## config.mk

```make
export PLATFORM = sky130hd
export DESIGN_NAME = tfa_ctrl
export DESIGN_NICKNAME = d
export VERILOG_FILES = /design/src/logic/tfa_pkg.sv /design/src/logic/tfa_ctrl.sv
export VERILOG_INCLUDE_DIRS = /design/src /design/src/logic
export SDC_FILE = /design/constraint.sdc
export NUM_CORES = 1
export LEC_CHECK = 0
export BUFFER_PORTS_ARGS = -buffer_cell sky130_fd_sc_hd__buf_2
export CAP_MARGIN = 20
export CORE_MARGIN = 2
export CORE_UTILIZATION = 58
export CTS_CLUSTER_DIAMETER = 50
export DETAILED_ROUTE_END_ITERATION = 8
export GPL_TIMING_DRIVEN = 0
export HOLD_SLACK_MARGIN = 0.06
export PLACE_DENSITY = 0.9
export SLEW_MARGIN = 20
export SYNTH_ARGS = -nofsm -noshare
export SYNTH_HDL_FRONTEND = slang
export SYNTH_SLANG_ARGS = --single-unit
```

## constraint.sdc

```tcl
create_clock -name ref_clk_in -period 6.5 [get_ports ref_clk_in]
set_clock_uncertainty 0.2 [all_clocks]
set_input_delay 1.3 -clock ref_clk_in [delete_from_list [all_inputs] [get_ports ref_clk_in]]
set_output_delay 1.3 -clock ref_clk_in [all_outputs]
set_load 0.005 [all_outputs]
```

## src/logic/tfa_cfg.svh

```systemverilog
`ifndef TFA_CFG_SVH
`define TFA_CFG_SVH
// register byte offsets on the axi4-lite slave
`define TFA_REG_CTRL 8'h00
`define TFA_REG_STAT 8'h04
`define TFA_REG_OVRD 8'h08
// ctrl register fields
`define TFA_CTRL_USE_FIFO 0
`define TFA_CTRL_RATE_RST 1
`define TFA_CTRL_MARGIN 2
`define TFA_CTRL_FULL_RST 3
`define TFA_CTRL_CODING_RST 4
`define TFA_CTRL_ALIGN_GO 5
`define TFA_CTRL_MANUAL 6
`define TFA_CTRL_AUTO_RECOVER 7
`define TFA_CTRL_TX_PD 8
`define TFA_CTRL_NO_REFCLK 9
`define TFA_CTRL_SMOOTH 10
`define TFA_CTRL_PH_OVRD 11
`define TFA_CTRL_DLY_OVRD 12
`define TFA_CTRL_DLY_BYP 13
`define TFA_CTRL_RESET 32'h0000_0081
// stat register fields
`define TFA_STAT_HALF 0
`define TFA_STAT_ERR 1
`define TFA_STAT_ALIGNED 2
`define TFA_STAT_BUSY 3
`define TFA_STAT_RECOVERIES_LSB 8
// output clock selector codes
`define TFA_OCS_REFCLK 3'h3
`define TFA_OCS_OUTCLK 3'h5
`define TFA_OCS_PMA 3'h2
// reset pulse length, clock period and axi response codes
`define TFA_RST_NS 100
`define TFA_CLK_NS 4
`define TFA_RST_CYC ((`TFA_RST_NS + `TFA_CLK_NS - 1) / `TFA_CLK_NS)
`define TFA_RESP_OKAY 2'h0
`define TFA_RESP_SLVERR 2'h2
`endif

```

## src/logic/tfa_pkg.sv

```systemverilog
package tfa_pkg;
  typedef struct packed {
    logic use_fifo;
    logic [2:0] clk_src;
    logic rate_auto_rst;
    logic margin_mode;
    logic reserved_byp;
    logic full_rst;
    logic coding_rst;
    logic pma_rst;
    logic [2:0] out_clk_sel;
  } tfa_cfg_t;
  typedef struct packed {
    logic hard_rst;
    logic soft_rst;
    logic ph_trig;
    logic ph_man_en;
    logic ph_init;
    logic pd;
    logic ph_ovrd;
    logic dly_ovrd;
    logic dly_byp;
    logic dly_man_en;
  } tfa_align_t;
  typedef struct packed {
    logic [1:0] fifo_status;
    logic soft_done;
    logic align_done;
    logic init_done;
  } tfa_dev_stat_t;
  typedef enum logic [3:0] {
    TFA_IDLE, TFA_RST, TFA_SOFT, TFA_INIT, TFA_PHASE, TFA_WAIT2, TFA_DELAY, TFA_DONE
  } tfa_state_t;
  typedef struct packed {
    tfa_state_t st;
    logic [31:0] ctrl;
    logic [7:0] cnt;
    logic [7:0] recov;
    logic done_prev;
    logic aligned;
    logic awr;
    logic wr;
    logic [7:0] awaddr;
    logic [31:0] wdata;
    logic bvalid;
    logic [1:0] bresp;
    logic rvalid;
    logic [31:0] rdata;
    logic [1:0] rresp;
  } tfa_state_all_t;
endpackage

```

## src/logic/tfa_ctrl.sv

```systemverilog
// Decided for this implementation: register access over AXI4-Lite and the register addresses.
`timescale 1ns/100ps
`include "tfa_cfg.svh"
module tfa_ctrl (
  input wire logic ref_clk_in,
  input wire logic sys_rst_in,
  input wire logic [7:0] s_axi_awaddr_in,
  input wire logic s_axi_awvalid_in,
  output logic s_axi_awready_out,
  input wire logic [31:0] s_axi_wdata_in,
  input wire logic [3:0] s_axi_wstrb_in,
  input wire logic s_axi_wvalid_in,
  output logic s_axi_wready_out,
  output logic [1:0] s_axi_bresp_out,
  output logic s_axi_bvalid_out,
  input wire logic s_axi_bready_in,
  input wire logic [7:0] s_axi_araddr_in,
  input wire logic s_axi_arvalid_in,
  output logic s_axi_arready_out,
  output logic [31:0] s_axi_rdata_out,
  output logic [1:0] s_axi_rresp_out,
  output logic s_axi_rvalid_out,
  input wire logic s_axi_rready_in,
  input wire tfa_pkg::tfa_dev_stat_t dev_stat_in,
  output tfa_pkg::tfa_cfg_t dev_cfg_out,
  output tfa_pkg::tfa_align_t dev_align_out
);
  import tfa_pkg::*;

  tfa_state_all_t s_q, s_d;
  logic use_fifo, manual, fifo_err, done_rise, wr_go;

  function automatic logic [31:0] merge_bytes(input logic [31:0] old_v, input logic [31:0] new_v,
                                              input logic [3:0] strb);
    logic [31:0] r;
    r = old_v;
    for (int i = 0; i < 4; i++) begin
      if (strb[i]) begin
        r[i*8 +: 8] = new_v[i*8 +: 8];
      end
    end
    return r;
  endfunction

  assign use_fifo = s_q.ctrl[`TFA_CTRL_USE_FIFO];
  assign manual = s_q.ctrl[`TFA_CTRL_MANUAL];
  assign fifo_err = dev_stat_in.fifo_status[1];
  assign done_rise = dev_stat_in.align_done & ~s_q.done_prev;
  assign wr_go = s_q.awr & s_q.wr & ~s_q.bvalid;

  assign s_axi_awready_out = ~s_q.awr & ~s_q.bvalid;
  assign s_axi_wready_out = ~s_q.wr & ~s_q.bvalid;
  assign s_axi_arready_out = ~s_q.rvalid;
  assign s_axi_bvalid_out = s_q.bvalid;
  assign s_axi_bresp_out = s_q.bresp;
  assign s_axi_rvalid_out = s_q.rvalid;
  assign s_axi_rdata_out = s_q.rdata;
  assign s_axi_rresp_out = s_q.rresp;

  always_comb begin
    s_d = s_q;
    s_d.done_prev = dev_stat_in.align_done;
    // axi4-lite slave: address and data taken in either order
    if (s_axi_awvalid_in && s_axi_awready_out) begin
      s_d.awr = 1'b1;
      s_d.awaddr = s_axi_awaddr_in;
    end
    if (s_axi_wvalid_in && s_axi_wready_out) begin
      s_d.wr = 1'b1;
      s_d.wdata = merge_bytes(s_q.ctrl, s_axi_wdata_in, s_axi_wstrb_in);
    end
    if (wr_go) begin
      s_d.awr = 1'b0;
      s_d.wr = 1'b0;
      s_d.bvalid = 1'b1;
      s_d.bresp = `TFA_RESP_OKAY;
      if (s_q.awaddr == `TFA_REG_CTRL) begin
        s_d.ctrl = s_q.wdata;
      end else begin
        s_d.bresp = `TFA_RESP_SLVERR;
      end
    end
    if (s_q.bvalid && s_axi_bready_in) begin
      s_d.bvalid = 1'b0;
    end
    if (s_axi_arvalid_in && s_axi_arready_out) begin
      s_d.rvalid = 1'b1;
      s_d.rresp = `TFA_RESP_OKAY;
      s_d.rdata = 32'h0;
      case (s_axi_araddr_in)
        `TFA_REG_CTRL: s_d.rdata = s_q.ctrl;
        `TFA_REG_STAT: begin
          s_d.rdata[`TFA_STAT_HALF] = dev_stat_in.fifo_status[0];
          s_d.rdata[`TFA_STAT_ERR] = fifo_err;
          s_d.rdata[`TFA_STAT_ALIGNED] = s_q.aligned;
          s_d.rdata[`TFA_STAT_BUSY] = (s_q.st != TFA_IDLE) && (s_q.st != TFA_DONE);
          s_d.rdata[`TFA_STAT_RECOVERIES_LSB +: 8] = s_q.recov;
        end
        default: s_d.rresp = `TFA_RESP_SLVERR;
      endcase
    end else if (s_q.rvalid && s_axi_rready_in) begin
      s_d.rvalid = 1'b0;
    end
    // the one-shot align-go bit clears itself once taken
    s_d.ctrl[`TFA_CTRL_ALIGN_GO] = s_d.ctrl[`TFA_CTRL_ALIGN_GO] & (s_q.st != TFA_IDLE) ? 1'b0
                                   : s_d.ctrl[`TFA_CTRL_ALIGN_GO];
    if (s_q.cnt != 8'h0) begin
      s_d.cnt = s_q.cnt - 8'h1;
    end
    case (s_q.st)
      TFA_IDLE: begin
        if (use_fifo && fifo_err && s_q.ctrl[`TFA_CTRL_AUTO_RECOVER]) begin
          s_d.st = TFA_RST;
          // state is left on the cycle the count reads zero, so load one less
          s_d.cnt = 8'(`TFA_RST_CYC - 1);
          s_d.recov = s_q.recov + 8'h1;
        end else if (!use_fifo && s_q.ctrl[`TFA_CTRL_ALIGN_GO]) begin
          s_d.ctrl[`TFA_CTRL_ALIGN_GO] = 1'b0;
          s_d.aligned = 1'b0;
          s_d.st = s_q.ctrl[`TFA_CTRL_SMOOTH] ? TFA_RST : TFA_SOFT;
          s_d.cnt = 8'(`TFA_RST_CYC - 1);
        end
      end
      TFA_RST: begin
        if (s_q.cnt == 8'h0) begin
          s_d.st = use_fifo ? TFA_IDLE : TFA_SOFT;
        end
      end
      TFA_SOFT: begin
        if (dev_stat_in.soft_done) begin
          s_d.st = manual ? TFA_INIT : TFA_PHASE;
        end
      end
      TFA_INIT: begin
        if (dev_stat_in.init_done) begin
          s_d.st = TFA_PHASE;
        end
      end
      TFA_PHASE: begin
        if (done_rise) begin
          s_d.st = manual ? TFA_DELAY : TFA_WAIT2;
        end
      end
      TFA_WAIT2: begin
        if (done_rise) begin
          s_d.st = TFA_DONE;
        end
      end
      TFA_DELAY: begin
        if (done_rise) begin
          s_d.st = TFA_DONE;
        end
      end
      TFA_DONE: begin
        s_d.aligned = 1'b1;
        s_d.st = TFA_IDLE;
      end
      default: s_d.st = TFA_IDLE;
    endcase
    if (sys_rst_in) begin
      s_d = '0;
      s_d.ctrl = `TFA_CTRL_RESET;
      s_d.st = TFA_IDLE;
    end
  end

  always_ff @(posedge ref_clk_in) begin
    s_q <= s_d;
  end

  always_comb begin
    dev_cfg_out.use_fifo = use_fifo;
    dev_cfg_out.clk_src = use_fifo ? `TFA_OCS_OUTCLK : `TFA_OCS_PMA;
    dev_cfg_out.rate_auto_rst = s_q.ctrl[`TFA_CTRL_RATE_RST];
    dev_cfg_out.margin_mode = s_q.ctrl[`TFA_CTRL_MARGIN];
    dev_cfg_out.reserved_byp = 1'b0;
    // recovery pulse reuses the coding-layer reset, alignment restart with the smooth bit set the pma reset
    dev_cfg_out.full_rst = s_q.ctrl[`TFA_CTRL_FULL_RST];
    dev_cfg_out.coding_rst = s_q.ctrl[`TFA_CTRL_CODING_RST] | (s_q.st == TFA_RST && use_fifo);
    dev_cfg_out.pma_rst = (s_q.st == TFA_RST) && !use_fifo;
    dev_cfg_out.out_clk_sel = use_fifo ? `TFA_OCS_OUTCLK : `TFA_OCS_REFCLK;
    dev_align_out.hard_rst = 1'b0;
    dev_align_out.soft_rst = (s_q.st == TFA_SOFT);
    dev_align_out.ph_trig = manual && (s_q.st == TFA_PHASE);
    dev_align_out.ph_man_en = manual && !use_fifo;
    dev_align_out.ph_init = manual && (s_q.st == TFA_INIT);
    dev_align_out.pd = use_fifo || s_q.ctrl[`TFA_CTRL_TX_PD] || s_q.ctrl[`TFA_CTRL_NO_REFCLK];
    dev_align_out.ph_ovrd = s_q.ctrl[`TFA_CTRL_PH_OVRD] && !use_fifo;
    dev_align_out.dly_ovrd = s_q.ctrl[`TFA_CTRL_DLY_OVRD] && !use_fifo;
    dev_align_out.dly_byp = s_q.ctrl[`TFA_CTRL_DLY_BYP];
    // a pending restart drops tracking at once, before the aligned flag clears
    dev_align_out.dly_man_en = manual && (s_q.st == TFA_DELAY ||
                               (s_q.aligned && !use_fifo && !s_q.ctrl[`TFA_CTRL_ALIGN_GO]));
  end
endmodule

```

==> flow_summary_export.csv <==
group,metric,value,unit
worst_setup_path,path_cells,"clkbuf_1 > nor2_1 > a32o_1 > and2_1 > buf_2",
clock_network,cts_root_buffer,"clkbuf_8",
grt,antenna_found_initial,0,
cells_and_area,layout.cells.most_common,"dfxtp_1",
yosys,synthCells,680,
cells_and_area,area_delta_synth_final,23.4,%
floorplan,die_area,10700,sq um
clock_network,cts_buffers,17,
yosys,yosysWarnings,0,
worst_setup_path,crit_path_max_incr_delay,0.51,ns
sta,fin_crit_sh,55.8,%
drt,dr_wl_met3,1.30,mm
worst_setup_path,cp_num_buf_inv,2,
worst_setup_path,worstPathArrival,2.13,ns
drt,via_per_inst,5.67,
power,p_clk_share,40.6,%
power,p_int,1630,uW
drt,dr_wl_met2,7.91,mm
yosys,ys_ff_latch,131,
floorplan,core_area,9680,sq um
power,power_density,326,nW/um^2
power,ir_drop,0.246,mV
cells_and_area,insertedDiodeCount,0,
placement,place_hpwl,11.0,mm
power,leakagePower,0.00302,uW
drt,wl_met1,6.32,mm
grt,grt_pass1_vias,5319,
clock_network,cts.htree.levels,4,
worst_setup_path,crit_required,5.00,ns
sta,rsz0062_at_grt,"false",
floorplan,die_w,104,um
run_status,outcome,"completed",
drt,totalWireLength,16.0,mm
grt,grt_first_pass_wirelength,25.9,mm
worst_setup_path,crit_path_max_fanout,10,
clock_network,ctsResizeCount,0,
drt,routed.top_layer,"met4",
yosys,syn_area,5750,sq um
grt,grt_max_degree,17,
run,drv_cap,0,
sta,final-hold-violation-count,0,
grt,grtUsageTotal,29.8,%
worst_setup_path,cpMaxStageDelayCell,"dfxtp_1",
cells_and_area,layout_common_cells,"131 x dfxtp_1, 119 x buf_2, 92 x nor2_1",
yosys,synth_edf_count,0,
power,switching_share,29.5,%
worst_setup_path,criticalPathCategory,"flop to output port",
sta,slew_violations,0,
power,p_switching,681,uW
yosys,syn_avg_cell_area,8.46,sq um
drt,ant_nets,0,
yosys,synthArstFlopShare,0,%
power,pwr-share-comb,19.3,%
placement,place.gp.congestion,0.929,
sta,tightest_slew,0.644,ns
sta,hold_slack,0.257,ns
clock_network,ctsLongestPathBuffers,2,
floorplan,num_rows,36,
worst_setup_path,cp-start-kind,"flop",
power,seq_power_share,40.2,%
clock_network,cts_setup_buffers,0,
drt,wl_per_cell,16.6,um
yosys,yosysSeqAreaShare,45.6,%
clock_network,clock-sinks,131,
floorplan,dieHeight,104,um
sta,finalSetupViolCount,0,
cells_and_area,nNetsFinal,887,
clock_network,cts_hold_buffers,0,
yosys,synthDistinctLibCells,47,
drt,via_count,5470,
drt,dr.pass1.iters,5,
sta,min_period,3.63,ns
floorplan,initial_core_util,59.4,%
yosys,ys.flop_type,"dfxtp_1",
clock_network,clk_pin_slew,0.06,ns
placement,place.port_buffers,118,
grt,grt.overflow.total,0,
drt,drtIter0Drc,451,
worst_hold_path,hold_class,"flop to flop",
sta,fmax,276,MHz
drt,drcViolationCount,0,
clock_network,cts_tree,"done",
clock_network,clk_latency,0.53,ns
worst_setup_path,cpLargestDelayFamily,"buffers and inverters",
worst_setup_path,cp-end-kind,"output port",
cells_and_area,layout-drive-gt1-share,24.4,%
floorplan,io_pins,128,
sta,maxSlewHeadroom,57.0,%
sta,fin_setup_tns,0,ns
layout make-up:
class	count	area, sq um
Tap cell	133	166
Clock inverter	14	165
Multi-Input combinational cell	448	2570
Fill cell	668	2590
Buffer	96	542
Sequential cell	131	2620
Clock buffer	17	414
Timing Repair Buffer	118	591
Inverter	8	30.0
sequential cells by signal, summed over array words and instances (netlist names):
register	count
s_q	89
s_axi_bvalid_out	1
dev_cfg_out	4
dev_align_out	1
s_axi_rvalid_out	1
s_axi_bresp_out	1
manual	1
s_axi_rresp_out	1
s_axi_rdata_out	32
per-stage QoR:
| stage | instance area [sq um] | utilization (%) | instances | worst slack (ns) | total power [uW] |
|---|---|---|---|---|---|
| after global routing | 7100 | 73.3 | 965 | 2.76 | 2390 |
| final | 7100 | 73.3 | 965 | 2.87 | 2310 |
| after CTS | 7100 | 73.3 | 965 | 2.87 | 2300 |
| after detailed placement | 6520 | 67.3 | 934 | 3.25 | 1370 |
| after floorplan | 5760 | - | 683 | 3.52 | 1250 |
| after global placement | 6520 | 67.3 | 934 | 3.31 | 1340 |
per-layer routing:
| layer | global-route usage, % | up-vias |
|---|---|---|
| li1 | - | 2586 |
| met2 | 51.8 | 288 |
| met3 | 7.24 | 47 |
| met4 | 11.7 | 0 |
| met5 | 0 | - |
| met1 | 35.7 | 2549 |
power by group through the flow:
stage | clock network, uW | registers, uW | logic, uW
finish | 938 | 929 | 445
global route | 970 | 936 | 487
CTS | 934 | 926 | 437
detailed placement | 0 | 941 | 427
global placement | 0 | 935 | 406
floorplan | 0 | 927 | 319
worst reg2reg max path: cells and delay by family, from the launching register on:
family / cells / cell delay (ns)
compound gates: 1 / 0.16
flops: 1 / 0.32
simple gates: 3 / 0.72
buf+inv: 2 / 0.79
worst paths after layout:
kind | slack [ns] | start | end | depth (start not counted)
max | 2.87 | dev_cfg_out[12] | dev_align_out[0] | 5
min | 0.26 | s_q[76] | s_q[76] | 2
max reg2reg | 4.25 | s_q[77] | s_q[125] | 6
min reg2reg | 0.26 | s_q[76] | s_q[76] | 2
cell families after synthesis:
kind of cell	Yosys count	share of synthesized area [%]
compound gates	134	15.6
xor+xnor	11	1.68
fa+ha+maj	3	0.653
buf+inv	104	9.94
flops	131	45.6
mux	36	6.29
other cells	2	0.131
simple gates	259	20.1
synthesized netlist by cell type, types with 7 or more instances:
master	count	share of area, %
inv_1	8	0.52
nor3_1	19	1.7
clkbuf_1	42	2.7
nor2b_1	9	0.98
dfxtp_1	131	46
buf_4	48	6.3
a21oi_1	51	4.4
mux2i_1	35	6.1
nand2b_1	11	1.2
nor2_1	92	6.0
a221oi_1	12	1.8
a211oi_1	33	4.3
nand2_1	89	5.8
a22oi_1	20	2.6
nand3_1	7	0.61
(Power assumes the default switching activity.)
